$ cat src/uemc_pkg.sv
package uemc_pkg;

    // ------------------------------------------------------------------
    // Widths
    // ------------------------------------------------------------------
    localparam int ADDR_W = 13;
    localparam int DATA_W = 8;
    localparam int CNT_W = 24;

    // ------------------------------------------------------------------
    // Clock and documented times
    // ------------------------------------------------------------------
    localparam int CLK_PERIOD_NS = 10;
    localparam int CLK_PER_US = 1000 / CLK_PERIOD_NS;
    localparam int T_ACC_NS = 300;
    localparam int T_OE_NS = 150;
    localparam int T_DF_NS = 130;
    localparam int T_SETUP_US = 2;
    localparam int T_HOLD_US = 2;
    localparam int T_PW_US = 1000;
    localparam int T_OPW_UNIT_US = 3000;
    localparam int SYNC_STAGES = 2;

    // Least times round up to whole cycles
    localparam int T_ACC_CYC = (T_ACC_NS + CLK_PERIOD_NS - 1) / CLK_PERIOD_NS;
    localparam int T_OE_CYC = (T_OE_NS + CLK_PERIOD_NS - 1) / CLK_PERIOD_NS;
    localparam int T_DF_CYC = (T_DF_NS + CLK_PERIOD_NS - 1) / CLK_PERIOD_NS;

    // Overprogram multiplier limits: 3 ms .. 75 ms stays inside 2.85 .. 78.75 ms
    localparam logic [4:0] OPW_MULT_MIN = 5'h01;
    localparam logic [4:0] OPW_MULT_MAX = 5'h19;

    // ------------------------------------------------------------------
    // Operations and states
    // ------------------------------------------------------------------
    typedef enum logic [1:0] {
        OP_READ,
        OP_PROGRAM,
        OP_VERIFY,
        OP_ID_READ
    } uemc_op_e;

    typedef enum logic [2:0] {
        ST_IDLE,
        ST_SETTLE,
        ST_SETUP,
        ST_PULSE,
        ST_HOLD,
        ST_ACCESS,
        ST_OE_WAIT,
        ST_FLOAT
    } uemc_state_e;

endpackage : uemc_pkg

$ cat src/uemc_tick_div.sv
`timescale 1ns/1ps

// ----------------------------------------------------------------------
// Microsecond enable divider, restartable so timed waits start aligned
// ----------------------------------------------------------------------
module uemc_tick_div import uemc_pkg::*; #(
    parameter int P_TICK_CYC = CLK_PER_US
) (
    input wire logic i_clk_sys,
    input wire logic i_srst,
    input wire logic i_restart,
    output logic o_tick
);

    logic [CNT_W-1:0] cnt_ff;
    logic [CNT_W-1:0] nxt_cnt;
    logic tick_ff;
    logic nxt_tick;

    always_comb begin
        nxt_cnt = cnt_ff + CNT_W'(1);
        nxt_tick = 1'b0;
        if (i_restart) begin
            nxt_cnt = '0;
        end else if (cnt_ff == CNT_W'(P_TICK_CYC - 1)) begin
            nxt_cnt = '0;
            nxt_tick = 1'b1;
        end
    end

    always_ff @(posedge i_clk_sys) begin
        if (i_srst) begin
            cnt_ff <= '0;
            tick_ff <= 1'b0;
        end else begin
            cnt_ff <= nxt_cnt;
            tick_ff <= nxt_tick;
        end
    end

    assign o_tick = tick_ff;

endmodule : uemc_tick_div

$ cat src/uemc_host.sv
`timescale 1ns/1ps

// Contract
// - Host uses chip select to pick the device and hold it in standby.
// - Output gate only enables outputs and is never low without chip select.
// - Host never drives the data bus while the output gate is low.
// - Initial program pulse is low for 1.0 ms, within 0.95 to 1.05 ms.
// - Overprogram pulse is low between 2.85 ms and 78.75 ms.
// - Identification read raises high-voltage address, other lines low, byte select picks code.
// - Programming needs supply raised, chip select and strobe low, byte on outputs.
module uemc_host import uemc_pkg::*; #(
    parameter int P_TICK_CYC = CLK_PER_US,
    parameter int P_PW_US = T_PW_US,
    parameter int P_OPW_UNIT_US = T_OPW_UNIT_US
) (
    input wire logic i_clk_sys,
    input wire logic i_srst,
    input wire logic i_cmd_valid,
    input wire logic [1:0] i_cmd_op,
    input wire logic [ADDR_W-1:0] i_cmd_addr,
    input wire logic [DATA_W-1:0] i_cmd_data,
    input wire logic i_cmd_overprog,
    input wire logic [4:0] i_cmd_opw_mult,
    input wire logic [DATA_W-1:0] i_byte_outputs,
    output logic o_cmd_ready,
    output logic o_rsp_valid,
    output logic [DATA_W-1:0] o_rsp_data,
    output logic [ADDR_W-1:0] o_addr,
    output logic o_chip_select_n,
    output logic o_output_gate_n,
    output logic o_program_strobe_n,
    output logic o_program_supply_en,
    output logic o_id_high_voltage_en,
    output logic [DATA_W-1:0] o_byte_drive,
    output logic o_byte_drive_oe
);

    // ------------------------------------------------------------------
    // Pin synchroniser
    // ------------------------------------------------------------------
    logic [DATA_W-1:0] din_meta_ff, din_sync_ff;

    always_ff @(posedge i_clk_sys) begin
        din_meta_ff <= i_byte_outputs;
        din_sync_ff <= din_meta_ff;
    end

    // ------------------------------------------------------------------
    // Sequencer
    // ------------------------------------------------------------------
    uemc_state_e state_ff, nxt_state;
    uemc_op_e op_ff, nxt_op;
    logic [CNT_W-1:0] cnt_ff, nxt_cnt;
    logic cnt_us_ff, nxt_cnt_us;
    logic [CNT_W-1:0] pulse_us_ff, nxt_pulse_us;
    logic overprog_ff, nxt_overprog;
    logic [ADDR_W-1:0] addr_ff, nxt_addr;
    logic ce_n_ff, nxt_ce_n;
    logic oe_n_ff, nxt_oe_n;
    logic pgm_n_ff, nxt_pgm_n;
    logic vpp_ff, nxt_vpp;
    logic idhv_ff, nxt_idhv;
    logic [DATA_W-1:0] dout_ff, nxt_dout;
    logic doe_ff, nxt_doe;
    logic ready_ff, nxt_ready;
    logic rsp_valid_ff, nxt_rsp_valid;
    logic [DATA_W-1:0] rsp_data_ff, nxt_rsp_data;
    logic restart, tick, cnt_done;
    logic [4:0] mult;
    uemc_tick_div #(.P_TICK_CYC(P_TICK_CYC)) u_tick (
        .i_clk_sys(i_clk_sys), .i_srst(i_srst), .i_restart(restart), .o_tick(tick)
    );
    assign cnt_done = (cnt_ff == '0);

    always_comb begin
        nxt_state = state_ff;
        nxt_op = op_ff;
        nxt_cnt = cnt_ff;
        nxt_cnt_us = cnt_us_ff;
        nxt_pulse_us = pulse_us_ff;
        nxt_overprog = overprog_ff;
        nxt_addr = addr_ff;
        nxt_ce_n = ce_n_ff;
        nxt_oe_n = oe_n_ff;
        nxt_pgm_n = pgm_n_ff;
        nxt_vpp = vpp_ff;
        nxt_idhv = idhv_ff;
        nxt_dout = dout_ff;
        nxt_doe = doe_ff;
        nxt_ready = ready_ff;
        nxt_rsp_valid = 1'b0;
        nxt_rsp_data = rsp_data_ff;
        restart = 1'b0;
        mult = (i_cmd_opw_mult < OPW_MULT_MIN) ? OPW_MULT_MIN :
               ((i_cmd_opw_mult > OPW_MULT_MAX) ? OPW_MULT_MAX : i_cmd_opw_mult);
        if (!cnt_done && (!cnt_us_ff || tick)) begin
            nxt_cnt = cnt_ff - CNT_W'(1);
        end
        unique case (state_ff)
            ST_IDLE: begin
                if (i_cmd_valid && ready_ff) begin
                    nxt_op = uemc_op_e'(i_cmd_op);
                    nxt_ready = 1'b0;
                    nxt_overprog = i_cmd_overprog;
                    nxt_pulse_us = i_cmd_overprog ? CNT_W'(P_OPW_UNIT_US * int'(mult)) : CNT_W'(P_PW_US);
                    nxt_addr = i_cmd_addr;
                    nxt_dout = i_cmd_data;
                    if (uemc_op_e'(i_cmd_op) == OP_ID_READ) begin
                        nxt_addr = {{(ADDR_W - 1){1'b0}}, i_cmd_addr[0]};
                        nxt_idhv = 1'b1;
                    end
                    if (uemc_op_e'(i_cmd_op) == OP_READ) begin
                        nxt_ce_n = 1'b0;
                        nxt_state = ST_ACCESS;
                        nxt_cnt = CNT_W'(T_ACC_CYC);
                        nxt_cnt_us = 1'b0;
                    end else begin
                        nxt_vpp = (uemc_op_e'(i_cmd_op) != OP_ID_READ);
                        nxt_state = ST_SETTLE;
                        nxt_cnt = CNT_W'(T_SETUP_US);
                        nxt_cnt_us = 1'b1;
                        restart = 1'b1;
                    end
                end
            end
            ST_SETTLE: begin
                if (cnt_done) begin
                    nxt_ce_n = 1'b0;
                    if (op_ff == OP_PROGRAM) begin
                        nxt_doe = 1'b1;
                        nxt_state = ST_SETUP;
                        nxt_cnt = CNT_W'(T_SETUP_US);
                        nxt_cnt_us = 1'b1;
                        restart = 1'b1;
                    end else begin
                        nxt_state = ST_ACCESS;
                        nxt_cnt = CNT_W'(T_ACC_CYC);
                        nxt_cnt_us = 1'b0;
                    end
                end
            end
            ST_SETUP: begin
                if (cnt_done) begin
                    nxt_pgm_n = 1'b0;
                    nxt_state = ST_PULSE;
                    nxt_cnt = pulse_us_ff;
                    nxt_cnt_us = 1'b1;
                    restart = 1'b1;
                end
            end
            ST_PULSE: begin
                if (cnt_done) begin
                    nxt_pgm_n = 1'b1;
                    nxt_state = ST_HOLD;
                    nxt_cnt = CNT_W'(T_HOLD_US);
                    nxt_cnt_us = 1'b1;
                    restart = 1'b1;
                end
            end
            ST_HOLD: begin
                if (cnt_done) begin
                    nxt_doe = 1'b0;
                    nxt_ce_n = 1'b1;
                    nxt_state = ST_FLOAT;
                    nxt_cnt = CNT_W'(T_DF_CYC);
                    nxt_cnt_us = 1'b0;
                end
            end
            ST_ACCESS: begin
                if (cnt_done) begin
                    nxt_oe_n = 1'b0;
                    nxt_state = ST_OE_WAIT;
                    nxt_cnt = CNT_W'(T_OE_CYC + SYNC_STAGES);
                    nxt_cnt_us = 1'b0;
                end
            end
            ST_OE_WAIT: begin
                if (cnt_done) begin
                    nxt_rsp_data = din_sync_ff;
                    nxt_rsp_valid = 1'b1;
                    nxt_oe_n = 1'b1;
                    nxt_ce_n = 1'b1;
                    nxt_state = ST_FLOAT;
                    nxt_cnt = CNT_W'(T_DF_CYC);
                    nxt_cnt_us = 1'b0;
                end
            end
            ST_FLOAT: begin
                if (cnt_done) begin
                    nxt_vpp = 1'b0;
                    nxt_idhv = 1'b0;
                    nxt_ready = 1'b1;
                    nxt_state = ST_IDLE;
                end
            end
        endcase
    end

    always_ff @(posedge i_clk_sys) begin
        if (i_srst) begin
            state_ff <= ST_IDLE;
            op_ff <= OP_READ;
            cnt_ff <= '0;
            cnt_us_ff <= 1'b0;
            pulse_us_ff <= '0;
            overprog_ff <= 1'b0;
            addr_ff <= '0;
            ce_n_ff <= 1'b1;
            oe_n_ff <= 1'b1;
            pgm_n_ff <= 1'b1;
            vpp_ff <= 1'b0;
            idhv_ff <= 1'b0;
            dout_ff <= '0;
            doe_ff <= 1'b0;
            ready_ff <= 1'b1;
            rsp_valid_ff <= 1'b0;
            rsp_data_ff <= '0;
        end else begin
            state_ff <= nxt_state;
            op_ff <= nxt_op;
            cnt_ff <= nxt_cnt;
            cnt_us_ff <= nxt_cnt_us;
            pulse_us_ff <= nxt_pulse_us;
            overprog_ff <= nxt_overprog;
            addr_ff <= nxt_addr;
            ce_n_ff <= nxt_ce_n;
            oe_n_ff <= nxt_oe_n;
            pgm_n_ff <= nxt_pgm_n;
            vpp_ff <= nxt_vpp;
            idhv_ff <= nxt_idhv;
            dout_ff <= nxt_dout;
            doe_ff <= nxt_doe;
            ready_ff <= nxt_ready;
            rsp_valid_ff <= nxt_rsp_valid;
            rsp_data_ff <= nxt_rsp_data;
        end
    end

    assign o_cmd_ready = ready_ff;
    assign o_rsp_valid = rsp_valid_ff;
    assign o_rsp_data = rsp_data_ff;
    assign o_addr = addr_ff;
    assign o_chip_select_n = ce_n_ff;
    assign o_output_gate_n = oe_n_ff;
    assign o_program_strobe_n = pgm_n_ff;
    assign o_program_supply_en = vpp_ff;
    assign o_id_high_voltage_en = idhv_ff;
    assign o_byte_drive = dout_ff;
    assign o_byte_drive_oe = doe_ff;

    // ------------------------------------------------------------------
    // Checks
    // ------------------------------------------------------------------
    logic [CNT_W-1:0] low_cnt_ff, oe_cnt_ff;

    always_ff @(posedge i_clk_sys) begin
        low_cnt_ff <= (i_srst || pgm_n_ff) ? '0 : low_cnt_ff + CNT_W'(1);
        oe_cnt_ff <= (i_srst || oe_n_ff) ? '0 : oe_cnt_ff + CNT_W'(1);
    end

    a_ce_idle_standby: assert property (@(posedge i_clk_sys) disable iff (i_srst)
        state_ff == ST_IDLE |-> ce_n_ff) else $error("chip select low while idle");
    a_oe_needs_ce: assert property (@(posedge i_clk_sys) disable iff (i_srst)
        !oe_n_ff |-> !ce_n_ff) else $error("output gate low without chip select");
    a_no_bus_fight: assert property (@(posedge i_clk_sys) disable iff (i_srst)
        !oe_n_ff |-> !doe_ff) else $error("host drives bus while output gate low");
    a_init_pulse_len: assert property (@(posedge i_clk_sys) disable iff (i_srst)
        $rose(pgm_n_ff) && !overprog_ff |->
        low_cnt_ff >= CNT_W'(P_PW_US * P_TICK_CYC) && low_cnt_ff <= CNT_W'(P_PW_US * P_TICK_CYC + 2))
        else $error("initial program pulse width wrong");
    a_over_pulse_len: assert property (@(posedge i_clk_sys) disable iff (i_srst)
        $rose(pgm_n_ff) && overprog_ff |->
        low_cnt_ff >= CNT_W'(P_OPW_UNIT_US * P_TICK_CYC) && low_cnt_ff <= pulse_us_ff * CNT_W'(P_TICK_CYC) + CNT_W'(2))
        else $error("overprogram pulse width wrong");
    a_id_addr_low: assert property (@(posedge i_clk_sys) disable iff (i_srst)
        idhv_ff && !ce_n_ff |-> addr_ff[ADDR_W-1:1] == '0 && !vpp_ff && pgm_n_ff)
        else $error("identification read with bad address or supply");
    a_prog_conditions: assert property (@(posedge i_clk_sys) disable iff (i_srst)
        $fell(pgm_n_ff) |-> vpp_ff && !ce_n_ff && oe_n_ff && doe_ff ##1 (!pgm_n_ff && doe_ff && vpp_ff) [*2])
        else $error("program pulse without supply, select or data");
    a_sample_after_oe: assert property (@(posedge i_clk_sys) disable iff (i_srst)
        $rose(rsp_valid_ff) |-> oe_cnt_ff >= CNT_W'(T_OE_CYC + SYNC_STAGES))
        else $error("data sampled before output gate delay");

endmodule : uemc_host

$ cat config.mk
export PLATFORM = sky130hd
export DESIGN_NAME = uemc_host
export DESIGN_NICKNAME = d
export VERILOG_FILES = /design/src/uemc_pkg.sv /design/src/uemc_tick_div.sv /design/src/uemc_host.sv
export SDC_FILE = /design/constraint.sdc
export NUM_CORES = 1
export LEC_CHECK = 0
export ABC_CLOCK_PERIOD_IN_PS = 5850
export BUFFER_PORTS_ARGS = -buffer_cell sky130_fd_sc_hd__buf_4
export CORE_AREA = 2 2 106 108
export CTS_CLUSTER_DIAMETER = 60
export CTS_CLUSTER_SIZE = 8
export DETAILED_ROUTE_END_ITERATION = 10
export DIE_AREA = 0 0 108 110
export GPL_TIMING_DRIVEN = 0
export PLACE_DENSITY = 0.77
export SLEW_MARGIN = 30
export SYNTH_ARGS = -nofsm -noshare
export SYNTH_HDL_FRONTEND = slang
export SYNTH_HIERARCHICAL = 1
export SYNTH_SLANG_ARGS = --single-unit
export TNS_END_PERCENT = 30
$ cat constraint.sdc
create_clock -name i_clk_sys -period 5.85 [get_ports i_clk_sys]
set_input_delay 1.17 -clock i_clk_sys [delete_from_list [all_inputs] [get_ports i_clk_sys]]
set_output_delay 1.17 -clock i_clk_sys [all_outputs]
set_load 0.005 [all_outputs]
# ---- Word level (Yosys, flattened, before mapping)
# Cells that the tools add are included.
# Widths: inputs -> output; s select.
dict set report classes {
  n_shift 0
  mul 1
  eq_ne 26
  bitwise_logic 1
  add_sub_neg 2
  reduce_logical 31
  n_div 0
  order_cmp 2
  muxes 52
}
# op count
set op_table {}
lappend op_table {{$mux 24} 7}
lappend op_table {{$pmux 24 s6} 1}
lappend op_table {{$mux 3} 9}
lappend op_table {{$ne 2x2->1 const B} 13}
lappend op_table {{$add 24x1->24 const B} 1}
lappend op_table {{$eq 24x7->1 const B} 1}
lappend op_table {{$logic_not 24->1} 1}
lappend op_table {{$sub 24x1->24 const B} 1}
lappend op_table {{$pmux 3 s7} 1}
lappend op_table {{$mux 5} 4}
lappend op_table {{$mux 1} 19}
lappend op_table {{$mux 17} 1}
lappend op_table {{$mul 9x5->14 const A} 1}
lappend op_table {{$mux 13} 1}
lappend op_table {{$eq 3x3->1 const B} 4}
lappend op_table {{$pmux 1 s2} 6}
lappend op_table {{$reduce_and 4->1} 3}
lappend op_table {{$reduce_and 5->1} 2}
lappend op_table {{$reduce_and 3->1} 3}
lappend op_table {{$reduce_bool 2->1} 4}
lappend op_table {{$reduce_or 2->1} 4}
lappend op_table {{$reduce_and 7->1} 1}
lappend op_table {{$eq 3x2->1 const B} 2}
lappend op_table {{$ne 2x1->1 const B} 3}
lappend op_table {{17 further kinds} 22}
dict set report word_totals {
  inputBits 40
  wordCells 135
  latchBits 0
  memories 0
  romBits 0
  reg_bits 132
  out_inout_bits 37
  mem_bits_rw 0
}

# ---- Logic depth before layout (Yosys ltp)
dict set report logic_depth {
  ltp_word 6
  ltp_mapped 15
  ltp_nobuf 15
}

# ---- Hierarchy
# Netlist, hierarchy kept.
# module area_per_inst_um2 seq_area_each_um2 instances cells_each
set by_module_without_submodules {}
lappend by_module_without_submodules {uemc_host 4904.7 1941.9 1 586}
lappend by_module_without_submodules {uemc_tick_div 1162.4 500.5 1 139}

# ---- Least setup slack after synthesis
# No wires, ideal clock.
dict set report synth_path {
  kind {input-to-reg}
  start {input port i_cmd_opw_mult[4]}
  end {register pulse_us_ff[16]}
  setup_time_ns 0.124
  n_path_buf 0
  setup_slack_ns 1.194
  t_required_ns 5.726
  arrival_ns 4.532
  cell_stages 15
  cell_sequence {nand2_1 nand2_1 fa_1 inv_1 ha_1 inv_1 fa_1 inv_1 ha_1 o21a_1 a2111oi_0 o221ai_1 a22oi_1 xor2_1 o21ai_0}
}
dict set report synth_between {
  elab_chain_len 5
  word_cells_on_any_way 6
  classes_between {mul (1); order compare (2); mux (3)}
}
# element line
set synth_lines {}
lappend synth_lines {{start, declared} uemc_host.sv:23} ;# input wire logic [4:0] i_cmd_opw_mult,
lappend synth_lines {{$gt 5x5->1} uemc_host.sv:95} ;# ((i_cmd_opw_mult > OPW_MULT_MAX) ? OPW_MULT_MAX : i_cmd_opw_mult);
lappend synth_lines {{$mux 5} uemc_host.sv:95}
lappend synth_lines {{$mux 5 (*)} uemc_host.sv:94} ;# mult = (i_cmd_opw_mult < OPW_MULT_MIN) ? OPW_MULT_MIN :
lappend synth_lines {{$mul 9x5->14 (*)} uemc_host.sv:105} ;# nxt_pulse_us = i_cmd_overprog ? CNT_W'(P_OPW_UNIT_US * int'(mult)) : CNT_W'(P_PW_US);
lappend synth_lines {{$mux 17 (*)} uemc_host.sv:105}
lappend synth_lines {{end signal, assigned} uemc_host.sv:223} ;# pulse_us_ff <= nxt_pulse_us;
lappend synth_lines {{end, declared} uemc_host.sv:55} ;# logic [CNT_W-1:0] pulse_us_ff, nxt_pulse_us;
# Every way passes the cells marked *; elsewhere a longest branch is shown, timed or not.
# A chain may end at the register's enable or synchronous reset.

# ---- Worst setup path in the final report
# Same ends and word-level chain as after synthesis.

==> out/metrics.yaml <==
run_status:
  status: "complete, no violations"
floorplanning:
  initial_utilization_pct: 56.7
  dieArea_mm2: 0.0119
  die-width_um: 108
  top_level_ports: 77
  chipHeight_um: 110
  core_mm2: 0.0107
  row_count: 38
timing:
  period_minus_slack_ns: 4.65
  fin_crit_sh_pct: 79.5
  maxSlewHeadroom_pct: 44.8
  drv_slew: 0
  rsz0062_at_grt: "no"
  hold_viol: 0
  fin_worst_skew_ns: 0.0105
  fmax_ghz: 0.215
  tightest_slew_ns: 0.826
  setup_viol: 0
  setup_tns_ns: 0
clocking:
  cts_tree: "yes"
  ctsHoldBuffers: 0
  htreeDepth: 4
  cts_setup_buffers: 0
  worstSkewPairLatency_ns: 0.52
  clk_path_buf_depth: 2
  path_clk_slew_ns: 0.05
  cts_resized: 0
  cts_root_buf: "clkbuf_8"
  cts_made_buffers: 17
  cts.sinks: 122
logic_synthesis:
  synth.area.top_cells: "dfxtp_1 (40%), nand2_1 (6.4%), ha_1 (6.2%)"
  yosysTopAreaCellShare_pct: 40.3
  synth-seq-cells: 122
  synthesis.nets: 804
  synthesis.instances: 725
  async_flop_share_pct: 0
  yosysTopAreaCell: "dfxtp_1"
  ys.flop_type: "dfxtp_1"
  yosys-top-cells-count: "dfxtp_1 (122), nand2_1 (103), a21oi_1 (65)"
  synth_edf_count: 0
  ys_seq_area_share_pct: 40.3
  avgSynthCellArea_um2: 8.37
  synth_area_mm2: 0.00607
  ys_types: 65
  yosys_warnings: 6
  yosysMostFrequentCell: "dfxtp_1"
global_route:
  grt_pass1_wl_mm: 24.3
  grt_max_degree: 17
  grt_busiest_layer: "met2"
  grt.total_usage_pct: 25.9
  use_met1_pct: 32.7
  use_met2_pct: 42.8
  grt_util_met3_pct: 7.94
  grt_pass1_vias: 5383
  grt_overflow_total: 0
  antenna_found_initial: 0
final_layout:
  finish.instance_area_mm2: 0.00739
  synthToLayoutAreaGrowth_pct: 21.9
  drive_above_1_share_pct: 14.8
  diodes: 0
  fin_nets: 899
routing:
  final_antenna_net_count: 0
  routedWlPerCell_um: 15.0
  first_pass_iters: 5
  drt-initial-drc-count: 397
  num_vias: 5525
  wirelength_mm: 14.6
  drt-vias-per-instance: 5.68
  route.detailed.drc: 0
hold_path:
  min_from: "din_meta_ff[0]"
  hold_class: "reg -> reg"
job:
  maxCapViolations: 0
worst_setup_path:
  timing.rr.start: "cnt_ff[0]"
  cp.required_ns: 6.24
  critPathCaptureType: "register"
  start_kind: "input port"
  cp-endpoint: "pulse_us_ff[16]"
  arrival_ns: 5.05
  path_max_fanout: 5
  worstReg2RegEnd: "u_tick/cnt_ff[5]"
  cp-startpoint: "i_cmd_opw_mult[4]"
  regToRegSetupSlack_ns: 2.60
  reg2reg_depth: 13
  crit_type: "in -> reg"
power_and_ir_drop:
  vdd_drop_max_v: 0.000282
  leakagePower_nw: 3.01
  power_mw: 3.51
  power.density_mw_per_mm2: 474
placement:
  place_congestion: 0.958
  dpl.hpwl_mm: 10.6
  port_buffers: 76
  postPlaceCellArea_mm2: 0.00681
[critical path, stage by stage]
cell and delay (ns):
buf_4 0.12, nand2_1 0.10, nand2_1 0.09, fa_1 0.48
inv_1 0.04, ha_1 0.32, inv_1 0.07, fa_1 0.53
inv_1 0.04, ha_1 0.35, o21a_1 0.21, a2111oi_1 0.75
o221ai_1 0.25, a22oi_1 0.24, xor2_1 0.19, o21ai_0 0.09
[metal layers]
layer	vias up	part of all wire, %
li1	2719	-
met4	0	0.99
met2	187	48
met1	2606	44
met3	13	6.9
met5	-	0
[how the worst min path moves through the flow]
stage | end | slack [ns] | cells past startpoint
2_1_floorplan | din_sync_ff[0] | 0.31 | 0
3_3_place_gp | din_sync_ff[2] | 0.31 | 0
3_5_place_dp | din_sync_ff[1] | 0.31 | 0
4_1_cts | din_sync_ff[4] | 0.32 | 0
5_1_grt | din_sync_ff[6] | 0.33 | 0
6_report | din_sync_ff[0] | 0.33 | 0
[placed cells by master, fill, tap and decap left out, types with 4 or more instances in the layout]
master	Yosys	final
nor2_1	63	63
a31oi_1	4	4
buf_1	4	4
nand2b_1	5	5
a21oi_1	65	65
nor3_1	20	20
a211o_1	4	4
a21o_1	4	4
clkbuf_16	0	16
nand2_1	103	103
and3_1	5	5
nand4_1	6	6
fa_1	9	9
o21a_1	5	5
or4_1	6	6
a311oi_1	6	6
o21ai_0	28	28
clkbuf_1	27	29
o31ai_1	6	6
or3_1	11	11
clkbuf_8	0	4
xor2_1	17	17
xnor2_1	26	26
nor4_1	17	17
nor2b_1	4	4
dfxtp_1	122	122
nand3b_1	5	5
ha_1	30	30
inv_1	39	39
buf_4	0	76
nand3_1	28	28
[state kept, by name (all words and copies together), names as in the netlist]
| register | cells |
|---|---|
| o_cmd_ready | 1 |
| o_rsp_valid | 1 |
| cnt_ff | 24 |
| o_byte_drive_oe | 1 |
| o_program_supply_en | 1 |
| o_rsp_data | 8 |
| din_sync_ff | 8 |
| state_ff | 3 |
| u_tick/o_tick | 1 |
| o_id_high_voltage_en | 1 |
| pulse_us_ff | 14 |
| o_program_strobe_n | 1 |
| o_addr | 13 |
| u_tick/cnt_ff | 24 |
| cnt_us_ff | 1 |
| op_ff | 2 |
| o_output_gate_n | 1 |
| o_chip_select_n | 1 |
| din_meta_ff | 8 |
| o_byte_drive | 8 |
[logic make-up (layout without fill, tap and decap cells)]
family                   after synthesis  after routing  share of synthesized area [%]
AND/OR/NAND/NOR                      300            300                           24.7
buffers and inverters                 75            183                           4.85
flip-flops                           122            122                           40.3
AO/OA/AOI/OAI                        146            146                           14.8
adder cells (fa/ha/maj)               39             39                           9.16
XOR/XNOR                              43             43                           6.21
[power by group]
part	internal [mW]	total, mW	switching [mW]
Combinational	0.569	1.42	0.855
Clock	0.640	1.01	0.372
Sequential	0.969	1.07	0.102
[stage by stage]
stage	instances	util, %	hold WS (ns)	setup WS, ns
global placement	941	63.7	0.311	0.593
detailed placement	941	63.7	0.312	0.487
floorplan	725	-	0.310	1.19
global route	973	69.1	0.331	0.903
CTS	973	69.1	0.325	1.01
finish	973	69.1	0.326	1.20
[final cells by class]
type                       count  area, µm²
inverter                      39        146
timing repair buffer          76        571
clock inverter                10        116
sequential                   122       2440
clock buffer                  22        463
multi-input combinational    528       3330
fill                         862       3300
buffer                        36        148
tap                          140        175
Note: power is estimated with default switching activity, not from simulation.
